`config.mk`:
```
export PLATFORM = sky130hd
export DESIGN_NAME = mmf_regs
export DESIGN_NICKNAME = d
export VERILOG_FILES = /design/src/hw/mmf_pkg.sv /design/src/hw/mmf_access.sv /design/src/hw/mmf_fields.sv /design/src/hw/mmf_regs.sv
export SDC_FILE = /design/constraint.sdc
export NUM_CORES = 1
export LEC_CHECK = 0
export BUFFER_PORTS_ARGS = -buffer_cell sky130_fd_sc_hd__buf_2
export CORE_MARGIN = 3
export CORE_UTILIZATION = 36
export CTS_CLUSTER_DIAMETER = 200
export DETAILED_ROUTE_END_ITERATION = 16
export GPL_TIMING_DRIVEN = 0
export HOLD_SLACK_MARGIN = 0.05
export PLACE_DENSITY = 0.83
export RECOVER_POWER = 100
export SLEW_MARGIN = 30
export SYNTH_ARGS = -nofsm -noshare
export SYNTH_HDL_FRONTEND = slang
export SYNTH_SLANG_ARGS = --single-unit
```
`constraint.sdc`:
```
create_clock -name i_core_clk -period 1.6 [get_ports i_core_clk]
set_input_delay 0.08 -clock i_core_clk [delete_from_list [all_inputs] [get_ports i_core_clk]]
set_output_delay 0.08 -clock i_core_clk [all_outputs]
set_load 0.02 [all_outputs]
```
`src/hw/mmf_pkg.sv`:
```
`default_nettype none
package mmf_pkg;
    // ------------------------------------------------------------
    // register decode
    // ------------------------------------------------------------
    localparam logic [3:0] COPROC_SYS      = 4'hf;
    localparam logic [2:0] OPC1_ID         = 3'h0;
    localparam logic [3:0] CRN_ID          = 4'h0;
    localparam logic [3:0] CRM_FEAT        = 4'h1;
    localparam logic [2:0] OPC2_MMF0       = 3'h4;
    localparam logic [2:0] OPC2_MMF2       = 3'h6;
    localparam logic [3:0] CRM_AUX         = 4'h0;
    localparam logic [3:0] CRN_AUX_CTRL    = 4'h1;
    localparam logic [3:0] CRN_AUX_FAULT   = 4'h5;
    localparam logic [2:0] OPC2_AUX        = 3'h1;
    // ------------------------------------------------------------
    // field positions
    // ------------------------------------------------------------
    localparam int F_HI   = 28;
    localparam int F_6    = 24;
    localparam int F_5    = 20;
    localparam int F_4    = 16;
    localparam int F_3    = 12;
    localparam int F_2    = 8;
    localparam int F_1    = 4;
    localparam int F_0    = 0;
    // ------------------------------------------------------------
    // field codes
    // ------------------------------------------------------------
    localparam logic [3:0] SHR_NONCACHE    = 4'h0;
    localparam logic [3:0] SHR_COHERENT    = 4'h1;
    localparam logic [3:0] SHR_IGNORED     = 4'hf;
    localparam logic [3:0] FAST_CONTEXT_SWITCH_FIELD_NONE       = 4'h0;
    localparam logic [3:0] AUX_CTRL_FAULT  = 4'h2;
    localparam logic [3:0] TCM_NONE        = 4'h0;
    localparam logic [3:0] TCM_IMPDEF      = 4'h1;
    localparam logic [3:0] SHARE_TWO       = 4'h1;
    localparam logic [3:0] PMS_BASE_LIMIT  = 4'h4;
    localparam logic [3:0] VMS_NONE        = 4'h0;
    localparam logic [3:0] HAF_NONE        = 4'h0;
    localparam logic [3:0] WFI_NONE        = 4'h0;
    localparam logic [3:0] WFI_STALL       = 4'h1;
    localparam logic [3:0] BARR_ALL        = 4'h2;
    localparam logic [3:0] UTLB_NONE       = 4'h0;
    localparam logic [3:0] STLB_ZERO       = 4'h0;
    localparam logic [3:0] RANGE_NONE      = 4'h0;
    localparam logic [3:0] FETCH_NONE      = 4'h0;
    localparam logic [31:0] READ_ZERO      = 32'h0000_0000;
    // ------------------------------------------------------------
    // privilege and result
    // ------------------------------------------------------------
    typedef enum logic [1:0] {MMF_PL0, MMF_PL1, MMF_PL2, MMF_PL_RSV} mmf_pl_t;
    typedef enum logic [1:0] {MMF_RES_OK, MMF_RES_UNDEF, MMF_RES_TRAP, MMF_RES_NONE} mmf_res_t;
endpackage
`default_nettype wire

```
`src/hw/mmf_access.sv`:
```
`default_nettype none
// ------------------------------------------------------------
// privilege and trap check
// ------------------------------------------------------------
module mmf_access (
    input  wire logic             i_is_feat,
    input  wire mmf_pkg::mmf_pl_t i_level,
    input  wire logic             i_write,
    input  wire logic             i_l2_present,
    input  wire logic             i_gen_trap,
    input  wire logic             i_id_group3_trap_bit,
    input  wire logic             i_primary_group0_trap_bit,
    output mmf_pkg::mmf_res_t     o_res
);
    always_comb begin
        o_res = mmf_pkg::MMF_RES_UNDEF;
        if (!i_write) begin
            case (i_level)
                mmf_pkg::MMF_PL2: begin
                    o_res = mmf_pkg::MMF_RES_OK;
                end
                mmf_pkg::MMF_PL1: begin
                    if (i_gen_trap) begin
                        o_res = mmf_pkg::MMF_RES_UNDEF;
                    end else if (i_l2_present && i_is_feat &&
                                 (i_id_group3_trap_bit || i_primary_group0_trap_bit)) begin
                        o_res = mmf_pkg::MMF_RES_TRAP;
                    end else begin
                        o_res = mmf_pkg::MMF_RES_OK;
                    end
                end
                default: begin
                    o_res = mmf_pkg::MMF_RES_UNDEF;
                end
            endcase
        end
    end
endmodule
`default_nettype wire

```
`src/hw/mmf_fields.sv`:
```
`default_nettype none
// ------------------------------------------------------------
// constant feature words
// ------------------------------------------------------------
module mmf_fields #(
    parameter logic [3:0] P_INNER_SHR = mmf_pkg::SHR_IGNORED,
    parameter logic [3:0] P_OUTER_SHR = mmf_pkg::SHR_IGNORED,
    parameter logic [3:0] P_TCM       = mmf_pkg::TCM_NONE,
    parameter logic [3:0] P_WFI       = mmf_pkg::WFI_STALL
) (
    output logic [31:0] o_feat0,
    output logic [31:0] o_feat2,
    output logic        o_codes_ok
);
    function automatic logic shr_ok(input logic [3:0] c);
        shr_ok = (c == mmf_pkg::SHR_NONCACHE) || (c == mmf_pkg::SHR_COHERENT) ||
                 (c == mmf_pkg::SHR_IGNORED);
    endfunction

    // reserved codes forced to a legal default
    logic [3:0] inner_c;
    logic [3:0] outer_c;
    logic [3:0] tcm_c;
    logic [3:0] wfi_c;
    assign inner_c = shr_ok(P_INNER_SHR) ? P_INNER_SHR : mmf_pkg::SHR_IGNORED;
    assign outer_c = shr_ok(P_OUTER_SHR) ? P_OUTER_SHR : mmf_pkg::SHR_IGNORED;
    assign tcm_c = (P_TCM == mmf_pkg::TCM_IMPDEF) ? mmf_pkg::TCM_IMPDEF
                                                  : mmf_pkg::TCM_NONE;
    assign wfi_c = (P_WFI == mmf_pkg::WFI_STALL) ? mmf_pkg::WFI_STALL
                                                 : mmf_pkg::WFI_NONE;

    // share levels fixed at two so the inner field is meaningful
    assign o_feat0 = {inner_c,
                      mmf_pkg::FAST_CONTEXT_SWITCH_FIELD_NONE,
                      mmf_pkg::AUX_CTRL_FAULT,
                      tcm_c,
                      mmf_pkg::SHARE_TWO,
                      outer_c,
                      mmf_pkg::PMS_BASE_LIMIT,
                      mmf_pkg::VMS_NONE};
    // split tlb field zero since unified tlb field is zero
    assign o_feat2 = {mmf_pkg::HAF_NONE,
                      wfi_c,
                      mmf_pkg::BARR_ALL,
                      mmf_pkg::UTLB_NONE,
                      mmf_pkg::STLB_ZERO,
                      mmf_pkg::RANGE_NONE,
                      mmf_pkg::FETCH_NONE,
                      mmf_pkg::FETCH_NONE};
    assign o_codes_ok = shr_ok(o_feat0[31:28]) && shr_ok(o_feat0[11:8]);
endmodule
`default_nettype wire

```
`src/hw/mmf_regs.sv`:
```
`default_nettype none
// How it works
// - first feature word is 32 read-only bits in eight 4-bit fields
// - innermost share field reads 0000, 0001 or 1111 only
// - innermost field meaningful only with share level field 0001
// - fast context switch field reads 0000
// - auxiliary register field reads 0010
// - access to an unimplemented auxiliary register is undefined
// - tightly coupled memory field reads 0000 or 0001
// - share level field reads 0001, two levels
// - outermost share field reads 0000, 0001 or 1111 only
// - protected memory field reads 0100
// - virtual memory field reads 0000
// - first word decoded at opc1 0, opc2 4, crn 0, coproc f, crm 1
// - no access unprivileged; read-only at levels 1 and 2
// - level 1 reads trap to level 2 with id group 3 trap set
// - level 1 reads trap to level 2 with group 0 trap set
// - hardware access flag field reads 0000
// - wait-for-interrupt stall field reads 0000 or 0001
// - barrier field reads 0010
// - unified tlb field reads 0000
// - split tlb field implementation defined only when unified nonzero
// - range maintenance field reads 0000
// - background fetch field reads 0000
// - foreground fetch field reads 0000
module mmf_regs #(
    parameter logic [3:0] P_INNER_SHR = mmf_pkg::SHR_IGNORED,
    parameter logic [3:0] P_OUTER_SHR = mmf_pkg::SHR_IGNORED,
    parameter logic [3:0] P_TCM       = mmf_pkg::TCM_NONE,
    parameter logic [3:0] P_WFI       = mmf_pkg::WFI_STALL
) (
    input  wire logic             i_core_clk,
    input  wire logic             i_srst,
    input  wire logic             i_req,
    input  wire logic             i_write,
    input  wire logic [3:0]       i_coproc,
    input  wire logic [2:0]       i_opc1,
    input  wire logic [3:0]       i_crn,
    input  wire logic [3:0]       i_crm,
    input  wire logic [2:0]       i_opc2,
    input  wire mmf_pkg::mmf_pl_t i_level,
    input  wire logic             i_l2_present,
    input  wire logic             i_general_exception_trap_flag,
    input  wire logic             i_id_group3_trap_bit,
    input  wire logic             i_primary_group0_trap_bit,
    output logic                  o_done,
    output logic [31:0]           o_rdata,
    output logic                  o_undef,
    output logic                  o_trap_l2
);
    // ------------------------------------------------------------
    // decode
    // ------------------------------------------------------------
    function automatic logic is_sys_id(input logic [3:0] cp, input logic [2:0] o1,
                                       input logic [3:0] n, input logic [3:0] m);
        is_sys_id = (cp == mmf_pkg::COPROC_SYS) && (o1 == mmf_pkg::OPC1_ID) &&
                    (n == mmf_pkg::CRN_ID) && (m == mmf_pkg::CRM_FEAT);
    endfunction

    logic        hit0;
    logic        hit2;
    logic        aux_hit;
    logic        is_feat;
    logic [31:0] feat0;
    logic [31:0] feat2;
    logic        codes_ok;
    mmf_pkg::mmf_res_t res;

    assign hit0 = is_sys_id(i_coproc, i_opc1, i_crn, i_crm) &&
                  (i_opc2 == mmf_pkg::OPC2_MMF0);
    assign hit2 = is_sys_id(i_coproc, i_opc1, i_crn, i_crm) &&
                  (i_opc2 == mmf_pkg::OPC2_MMF2);
    // aux control and aux fault status are implemented, so they decode as known
    assign aux_hit = (i_coproc == mmf_pkg::COPROC_SYS) && (i_opc1 == mmf_pkg::OPC1_ID) &&
                     (i_crm == mmf_pkg::CRM_AUX) && (i_opc2 <= mmf_pkg::OPC2_AUX) &&
                     ((i_crn == mmf_pkg::CRN_AUX_CTRL) || (i_crn == mmf_pkg::CRN_AUX_FAULT));
    assign is_feat = hit0 || hit2;

    // ------------------------------------------------------------
    // feature words and access check
    // ------------------------------------------------------------
    mmf_fields #(
        .P_INNER_SHR (P_INNER_SHR),
        .P_OUTER_SHR (P_OUTER_SHR),
        .P_TCM       (P_TCM),
        .P_WFI       (P_WFI)
    ) u_fields (
        .o_feat0    (feat0),
        .o_feat2    (feat2),
        .o_codes_ok (codes_ok)
    );

    mmf_access u_access (
        .i_is_feat                 (is_feat),
        .i_level                   (i_level),
        .i_write                   (i_write),
        .i_l2_present              (i_l2_present),
        .i_gen_trap                (i_general_exception_trap_flag),
        .i_id_group3_trap_bit      (i_id_group3_trap_bit),
        .i_primary_group0_trap_bit (i_primary_group0_trap_bit),
        .o_res                     (res)
    );

    // ------------------------------------------------------------
    // answer registers
    // ------------------------------------------------------------
    logic        done_reg;
    logic        done_next;
    logic [31:0] rdata_reg;
    logic [31:0] rdata_next;
    logic        undef_reg;
    logic        undef_next;
    logic        trap_reg;
    logic        trap_next;

    always_comb begin
        done_next  = i_req;
        rdata_next = mmf_pkg::READ_ZERO;
        undef_next = 1'b0;
        trap_next  = 1'b0;
        if (i_req) begin
            if (is_feat) begin
                case (res)
                    mmf_pkg::MMF_RES_OK: begin
                        rdata_next = hit0 ? feat0 : feat2;
                    end
                    mmf_pkg::MMF_RES_TRAP: begin
                        trap_next = 1'b1;
                    end
                    default: begin
                        undef_next = 1'b1;
                    end
                endcase
            end else if (!aux_hit) begin
                undef_next = 1'b1;
            end
        end
    end

    always_ff @(posedge i_core_clk) begin
        if (i_srst) begin
            done_reg  <= 1'b0;
            rdata_reg <= mmf_pkg::READ_ZERO;
            undef_reg <= 1'b0;
            trap_reg  <= 1'b0;
        end else begin
            done_reg  <= done_next;
            rdata_reg <= rdata_next;
            undef_reg <= undef_next;
            trap_reg  <= trap_next;
        end
    end

    assign o_done    = done_reg;
    assign o_rdata   = rdata_reg;
    assign o_undef   = undef_reg;
    assign o_trap_l2 = trap_reg;

    // ------------------------------------------------------------
    // checks
    // ------------------------------------------------------------
    feat0_value_a: assert property (@(posedge i_core_clk) disable iff (i_srst)
        (i_req && hit0 && res == mmf_pkg::MMF_RES_OK) |=>
        (o_rdata[27:20] == {mmf_pkg::FAST_CONTEXT_SWITCH_FIELD_NONE, mmf_pkg::AUX_CTRL_FAULT} &&
         o_rdata[15:12] == mmf_pkg::SHARE_TWO &&
         o_rdata[7:0] == {mmf_pkg::PMS_BASE_LIMIT, mmf_pkg::VMS_NONE}))
        else $error("first feature word low fields wrong");
    feat2_value_a: assert property (@(posedge i_core_clk) disable iff (i_srst)
        (i_req && hit2 && res == mmf_pkg::MMF_RES_OK) |=>
        (o_rdata[31:28] == 4'h0 && o_rdata[23:0] == 24'h200000))
        else $error("second feature word fields wrong");
    share_codes_a: assert property (@(posedge i_core_clk) disable iff (i_srst)
        codes_ok && feat0[15:12] == 4'h1)
        else $error("share field reserved code");
    unpriv_deny_a: assert property (@(posedge i_core_clk) disable iff (i_srst)
        (i_req && is_feat && i_level == mmf_pkg::MMF_PL0) |=> (o_undef && !o_trap_l2))
        else $error("unprivileged read not refused");
    trap_route_a: assert property (@(posedge i_core_clk) disable iff (i_srst)
        (i_req && is_feat && !i_write && i_level == mmf_pkg::MMF_PL1 && i_l2_present &&
         !i_general_exception_trap_flag && (i_id_group3_trap_bit || i_primary_group0_trap_bit))
        |=> (o_trap_l2 && o_rdata == 32'h0000_0000))
        else $error("level 1 read not trapped");
    pl2_read_a: assert property (@(posedge i_core_clk) disable iff (i_srst)
        (i_req && is_feat && !i_write && i_level == mmf_pkg::MMF_PL2) |=> !o_trap_l2 && !o_undef)
        else $error("level 2 read refused");
    write_deny_a: assert property (@(posedge i_core_clk) disable iff (i_srst)
        (i_req && is_feat && i_write) |=> o_undef)
        else $error("write to read-only word accepted");
    aux_undef_a: assert property (@(posedge i_core_clk) disable iff (i_srst)
        (i_req && !is_feat && !aux_hit) |=> o_undef)
        else $error("unknown register not undefined");
    done_pulse_a: assert property (@(posedge i_core_clk) disable iff (i_srst)
        i_req |=> o_done ##0 $stable(feat0) ##0 $stable(feat2))
        else $error("answer missing or words changed");
endmodule
`default_nettype wire

```
; ---- Word-level counts from Yosys, hierarchy flattened
; Cells that the tools add are included.
[word_totals]
wordCells = 47
regBits = 35
in_bits = 28
out_inout_bits = 35
[classes]
n_lt_le_gt_ge = 1
eq_ne = 9
n_bitwise = 3
mux = 9
n_reduce_logical = 21
[ops]
columns = cell, n
row1 = 32-bit two-way mux, 1
row2 = 1-bit logical AND, 10
row3 = 4-bit by 1-bit equality test with 1-bit output (second input constant), 2
row4 = 4-bit logical NOT, 2
row5 = 3-bit equality test (second input constant), 2
row6 = 2-bit two-way mux, 3
row7 = 2-bit equality test (second input constant), 2
row8 = 4-bit by 3-bit equality test with 1-bit output (second input constant), 1
row9 = 4-bit equality test (second input constant), 1
row10 = 1-bit two-way mux, 4
row11 = 2-bit one-hot mux with 2 select lines, 1
row12 = 2-bit OR reduction, 2
row13 = 4-bit OR reduction, 1
row14 = 3-bit by 1-bit <= comparator with 1-bit output (second input constant), 1
row15 = 3-bit logical NOT, 1
row16 = 1-bit logical OR, 3
row17 = 1-bit NOT, 3
row18 = 3-bit OR reduction, 1
row19 = 2-bit by 1-bit equality test with 1-bit output (second input constant), 1
row20 = 2-bit logical NOT, 1

; ---- Depth between registers and ports, before layout
; Gate-level depths: netlist (run 1).
[depth]
word_depth = 16
depth_mapped = 5
ltp_nobuf = 5

; ---- Modules after synthesis
; A second synthesis (run 1) with hierarchy kept.
[hier_totals]
hier_cells = 246
area_unflattened_um2 = 2257.2
[by_module_without_submodules]
columns = mod, seq_area_each_um2, cells_each, area_each_um2, instances
row1 = mmf_regs, 700.7, 169, 1682.9, 1
row2 = mmf_fields, 0.0, 67, 495.5, 1
row3 = mmf_access, 0.0, 10, 78.8, 1

; ---- Worst setup path before layout (run 1)
; No wires, ideal clock.
[synth_path]
path_kind = input port to flip-flop
start = input port i_level[0]
end = register rdata_reg[21], in the netlist o_rdata[21]
path_slack_ns = 0.519
setup_time_ns = 0.125
arrival_time_ns = 0.956
t_required_ns = 1.475
cell_stages = 5
n_path_buf = 0
path_cell_list = inv_1 ha_1 nand4bb_1 or2_0 nor4b_2
[synth_between]
elab_chain_cells = 6
word_cells_on_any_way = 7
cone_classes = eq/ne (2) / mux (2) / bitwise (1) / reduce/logical (2)
[synth_lines]
columns = element, line
row1 = from (decl), mmf_regs.sv:41  ; input wire mmf_pkg::mmf_pl_t i_level,
row2 = 2-bit by 1-bit equality test with 1-bit output or 2-bit equality test (tied branches), mmf_access.sv:18  ; case (i_level)
row3 = 2-bit one-hot mux with 2 select lines (*), mmf_access.sv:18
row4 = 2-bit two-way mux (*), mmf_access.sv:17  ; if (!i_write) begin
row5 = 2-bit logical NOT (*), mmf_regs.sv:123  ; case (res)
row6 = 1-bit NOT (no line) (*), --
row7 = 4-bit OR reduction (no line) (*), --
row8 = to (signal assigned), mmf_regs.sv:143  ; rdata_reg <= mmf_pkg::READ_ZERO;
row9 = to (signal assigned), mmf_regs.sv:148  ; rdata_reg <= rdata_next;
row10 = to (decl), mmf_regs.sv:109  ; logic [31:0] rdata_reg;
; Every way passes the cells marked *; elsewhere a longest branch is shown, timed or not.
; A chain may end at the register's enable or synchronous reset.

==> run_results.csv, run 1 <==
group,metric,value,unit
run_status,outcome,"completed",
global_route,globalRouteTotalUtil,10.9,%
final_layout,syn_to_final_growth,51.6,%
min_path,min-delay-start,"i_opc2[1]",
power_and_ir_drop,power.share.sequential,35.2,%
critical_path,crit_arrival,1.05,ns
floorplan,die-width,46.3,um
critical_path,cp_cell_sequence,"clkbuf_4, buf_2",
clock_network,cts.sink_count,6,
sta,tns,0,ns
global_route,met1_usage,8.82,%
clock_network,post_cts_resized,0,
floorplan,initial_core_util,41.3,%
final_layout,diodes,0,
detailed_routing,drcViolationCount,0,
power_and_ir_drop,power.density,495,nW/um^2
place,io_buffers,42,
critical_path,worstPathRequired,1.52,ns
floorplan,io_pins,63,
power_and_ir_drop,leakage,0.519,nW
synth,synth-compound-area-share,7.28,%
floorplan,core_area,1420,um^2
power_and_ir_drop,p_int,0.310,mW
clock_network,cts-root-buf,"clkbuf_4",
sta,fmax,0.884,GHz
power_and_ir_drop,p_switching,0.129,mW
place,dp_hpwl,1.23,mm
clock_network,post-cts-setup-buffers,0,
synth,synth_mux_area_share,0,%
sta,slew_violations,0,
synth,ys.warnings.count,0,
synth,synth_cells,63,
detailed_routing,wl_per_cell,9.34,um
synth,ys_ff_latch,6,
global_route,grt_pass1_wl,1.69,mm
clock_network,cts_tree,"built",
floorplan,die_area,2140,um^2
floorplan,row_count,13,
synth,yosysSeqAreaShare,20.6,%
global_route,grt_max_degree,11,
final_layout,finalInstanceArea,886,um^2
detailed_routing,ant_nets,0,
synth,yosys.area_share.simple,28.1,%
clock_network,cts.path.max_buffers,2,
flow_run,cap_viol_max_count,0,
critical_path,crit_path_start_kind,"flip-flop",
global_route,gr-usage-met2,22.3,%
critical_path,crit_buf_inv,2,
clock_network,ctsHoldBuffers,0,
synth,avgSynthCellArea,9.27,um^2
clock_network,cts_buffers,3,
final_layout,drive_gt1_share,55.9,%
synth,syn_area,584,um^2
detailed_routing,first_pass_iters,4,
clock_network,clk_pin_slew,0.04,ns
critical_path,end_kind,"output port",
power_and_ir_drop,ir_worst_vdd,0.238,mV
power_and_ir_drop,switching_share,29.3,%
detailed_routing,vias_per_cell,4.07,
place,gp_congestion,0.740,
final_layout,multiInputGateArea,295,um^2
detailed_routing,vias,578,
critical_path,critical_path.max_stage_delay,0.47,ns
sta,fin_crit,1.13,ns
power_and_ir_drop,clock_power_share,30.2,%
min_path,min_path_type,"input port to flip-flop",
global_route,gr-max-usage-layer,"met2",
synth,yosysUniqueCellTypes,22,
global_route,use_met3,1.17,%
sta,setup_viol,0,
synth,synth_adder_area_share,4.28,%
detailed_routing,drt_iter0_markers,6,
power_and_ir_drop,p_comb_share,34.6,%
synth,synth_top_family_by_area,"buffers and inverters",
critical_path,path_max_fanout,10,
sta,hold_viol_final,0,
critical_path,cp-startpoint,"o_rdata[30]$_SDFF_PP0_",
floorplan,die-height,46.3,um
final_layout,final_nets,159,
final_layout,seqCellArea,120,um^2
detailed_routing,wirelength,1.33,mm
synth,yosys.area_share.xor_xnor,0,%
global_route,grt_overflow,0,
clock_network,cts_max_level,1,
sta,rsz0062_at_grt,"false",
global_route,grt_pass1_vias,482,
sta,period_share,70.7,%
final_layout,nFillCells,139,
critical_path,critPathSlowestCell,"dfxtp_1",
final_layout,final_util,62.6,%
global_route,antenna_found_initial,0,
critical_path,crit_family,"flip-flops",
critical_path,worstSetupPathType,"flip-flop to output port",
place,place_area,885,um^2
==> cells in the mapped netlist (all sizes together) <==
| library cell | number | share of area (%) |
|---|---|---|
| conb | 1 | 0.64 |
| and4bb | 1 | 2.1 |
| or2 | 1 | 1.1 |
| dfxtp | 6 | 21 |
| nor4b | 3 | 8.1 |
| nand2b | 1 | 1.1 |
| nor4 | 4 | 6.9 |
| nand4bb | 1 | 1.9 |
| nand3 | 1 | 1.7 |
| o21bai | 2 | 2.6 |
| buf | 29 | 37 |
| and4b | 1 | 1.7 |
| a22o | 1 | 1.7 |
| ha | 2 | 4.3 |
| o211ai | 1 | 2.1 |
| nor2 | 2 | 1.3 |
| inv | 3 | 1.9 |
| nor2b | 2 | 2.1 |
| o21ai | 1 | 0.86 |
==> stage by stage <==
step | setup slack [ns] | hold slack (ns) | total power [mW] | cells
final | 0.469 | 0.119 | 0.438 | 142
after global routing | 0.410 | 0.153 | 0.461 | 142
after CTS | 0.461 | 0.111 | 0.446 | 142
after detailed placement | 0.339 | 0.369 | 0.308 | 139
after global placement | 0.372 | 0.358 | 0.306 | 139
after floorplan | 0.519 | 0.222 | 0.264 | 82
==> state kept, by name, indices dropped and copies added, names as in the netlist <==
| signal | count |
|---|---|
| o_done | 1 |
| o_rdata | 3 |
| o_trap_l2 | 1 |
| o_undef | 1 |
==> final cells by class <==
class                   count  share of cell area [%]
multi-input cells          44                    33.3
flip-flops and latches      6                    13.6
repair buffers             42                    22.6
plain buffers              29                    24.6
well taps                  15                    2.12
inverters                   3                    1.27
clock buffers               3                    2.54
==> per-layer routing <==
metal,part of all wire (%),vias to the layer above
met5,0,-
met4,1.3,0
met3,13,2
met2,53,42
met1,32,239
li1,-,295
==> layout by cell type (no fill, tap or decap), drive strengths merged, types with 3 or more instances in the layout <==
master and instances:
inv 3, clkbuf 20, nor4 4, dfxtp 6, buf 54, nor4b 3
conb 20
==> power by group through the flow <==
stage | sequential [mW] | clock [mW] | combinational (mW)
6_report | 0.154 | 0.132 | 0.151
3_3_place_gp | 0.157 | 0 | 0.149
4_1_cts | 0.154 | 0.140 | 0.152
2_1_floorplan | 0.161 | 0 | 0.102
5_1_grt | 0.155 | 0.141 | 0.165
3_5_place_dp | 0.157 | 0 | 0.152
==> worst paths after layout <==
path / endpoint / slack, ns / cells after the start
worst min-delay path: o_rdata[24]$_SDFF_PP0_ / 0.12 / 3
worst max-delay path: o_rdata[28] / 0.47 / 2
==> tightest hold or removal path, cell delays in order <==
cell,delay [ns]
buf_2,0.11
o21ai_0,0.07
nor4_1,0.05
==> cells by family (layout without fill, tap and decap cells) <==
logic type      after synthesis  count (layout)
other cells                   1              20
simple gates                 17              17
flops                         6               6
buf+inv                      32              77
fa+ha+maj                     2               2
compound gates                5               5
Power figures use the tool's default switching activity.
==> run 2: changes to the inputs <==
Settings changed: CORE_UTILIZATION 36 to 30, PLACE_DENSITY 0.83 to 0.74.
Clock period 1.6 ns to 0.95 ns, I/O delays scaled along.
==> run 2 against run 1 <==
Non-clock buffer count unchanged. Sequential power increased by 67%. Largest cell class unchanged. Sequential share of layout area decreased by 1.2 points. Global-route usage decreased by 1.2 points. Clock-buffer cell count unchanged. First-iteration DRC count decreased by 83%. Critical endpoint is now o_rdata[31].
==> run_results.csv, run 2 (synthesized netlist as in run 1, its figures left out) <==
group,metric,value,unit
sta,setup_viol,0,
final_layout,drive_gt1_share,66.1,%
global_route,grt_overflow,0,
sta,rsz0062_at_grt,"true",
final_layout,final_cell_mix,"buf_4, buf_2, conb_1",
final_layout,largest_register_ffs,3,
floorplan,core_area,1780,um^2
detailed_routing,drcViolationCount,0,
clock_network,post_cts_resized,2,
clock_network,post-cts-setup-buffers,0,
final_layout,layout_commonest_cell,"buf_4",
final_layout,seqCellArea,124,um^2
final_layout,finalInstanceArea,1000,um^2
critical_path,path_max_fanout,10,
floorplan,die-width,50.1,um
flow_run,cap_viol_max_count,0,
place,io_buffers,42,
detailed_routing,vias_per_cell,3.83,
final_layout,final_util,56.3,%
global_route,grt_max_degree,11,
final_layout,syn_to_final_growth,71.7,%
sta,fin_crit,0.928,ns
sta,tns,0,ns
sta,hold_viol_final,0,
floorplan,io_pins,63,
global_route,globalRouteTotalUtil,9.70,%
detailed_routing,wirelength,1.35,mm
clock_network,clk_pin_slew,0.04,ns
final_layout,final_nets,159,
min_path,min_path_type,"input port to flip-flop",
min_path,holdPathStages,3,
clock_network,cts_buffers,3,
global_route,antenna_found_initial,0,
detailed_routing,drt_iter0_markers,1,
critical_path,worstSetupPathType,"flip-flop to output port",
sta,fmax,1.08,GHz
min_path,hold_end,"o_rdata[24]$_SDFF_PP0_",
place,gp_congestion,0.618,
run_status,outcome,"completed",
place,pre_cts_slack,-0.203,ns
floorplan,die_area,2510,um^2
clock_network,cts-root-buf,"clkbuf_4",
detailed_routing,vias,582,
critical_path,crit_arrival,0.88,ns
global_route,grt_pass1_vias,498,
detailed_routing,first_pass_iters,2,
place,dp_hpwl,1.20,mm
sta,period_share,97.7,%
final_layout,nFillCells,170,
sta,slew_violations,0,
power_and_ir_drop,p_total,0.760,mW
detailed_routing,ant_nets,0,
power_and_ir_drop,power.density,757,nW/um^2
sta,timing.final.ws_setup,0.0218,ns
clock_network,cts.path.max_buffers,2,
critical_path,worstPathRequired,0.90,ns
power_and_ir_drop,leakage,0.541,nW
critical_path,crit_path_start_kind,"flip-flop",
final_layout,diodes,0,
floorplan,initial_core_util,32.8,%
floorplan,die-height,50.1,um
floorplan,row_count,15,
final_layout,multiInputGateArea,367,um^2
power_and_ir_drop,ir_worst_vdd,0.269,mV
detailed_routing,wl_per_cell,8.85,um
critical_path,end_kind,"output port",
clock_network,cts.sink_count,6,
clock_network,cts_tree,"built",
global_route,grt_pass1_wl,1.88,mm
clock_network,cts_max_level,1,
place,place_area,910,um^2
min_path,min-delay-start,"i_opc2[1]",
clock_network,ctsHoldBuffers,0,
run 2: cell types whose count changed in the layout (fill, tap and decap cells not counted), moves of 2 or more:
cell      previous run  this run
buf_4               20        37
clkbuf_4            12         3
buf_2               34        28
clkbuf_1             8         5
ha_1                 2         0
nor4_1               3         1
nor4_2               0         2
run 2: worst max-delay path, cell delays in order, from the launching register on:
cell,delay [ns]
dfxtp_4,0.36
buf_4,0.13
buf_4,0.15
run 2: area by class of cell:
| cell class | instances | share of cell area [%] |
|---|---|---|
| multi-input combinational | 44 | 36.5 |
| timing repair buffer | 42 | 22.9 |
| buffer | 29 | 21.7 |
| sequential | 6 | 12.3 |
| tap | 25 | 3.12 |
| clock buffer | 3 | 2.24 |
| inverter | 3 | 1.12 |
run 2: routing by layer:
| metal | share of wire [%] | global-route usage, % | routed length [um] | vias up |
|---|---|---|---|---|
| met1 | 30 | 8.70 | 410 | 248 |
| li1 | - | - | - | 294 |
| met4 | 1.1 | 6.91 | 15 | 0 |
| met5 | 0 | 0 | 0 | - |
| met2 | 55 | 18.5 | 746 | 38 |
| met3 | 13 | 2.37 | 172 | 2 |
run 2: through the flow:
step / hold slack [ns] / std cells
2_1_floorplan: 0.190 / 82
3_3_place_gp: 0.330 / 149
3_5_place_dp: 0.341 / 149
4_1_cts: 0.0815 / 152
5_1_grt: 0.106 / 152
6_report: 0.0935 / 152
run 2: worst max-delay path by stage:
stage	slack, ns	to	startpoint	cells past startpoint
2_1_floorplan	0.003	o_rdata[21]$_SDFF_PP0_	i_level[0]	5
3_5_place_dp	-0.20	o_rdata[21]$_SDFF_PP0_	i_level[0]	6
4_1_cts	0.004	o_rdata[28]	o_rdata[30]$_SDFF_PP0_	2
6_report	0.02	o_rdata[31]	o_rdata[30]$_SDFF_PP0_	2
5_1_grt	-0.003	o_rdata[30]	o_rdata[30]$_SDFF_PP0_	2
3_3_place_gp	-0.18	o_rdata[21]$_SDFF_PP0_	i_level[0]	6
run 2: where the power goes:
part / total, mW / switching [mW] / internal (mW) / leakage, nW
sequential: 0.257 / 0.00137 / 0.256 / 0.0498
clock: 0.221 / 0.0791 / 0.142 / 0.0138
combinational: 0.281 / 0.148 / 0.133 / 0.477
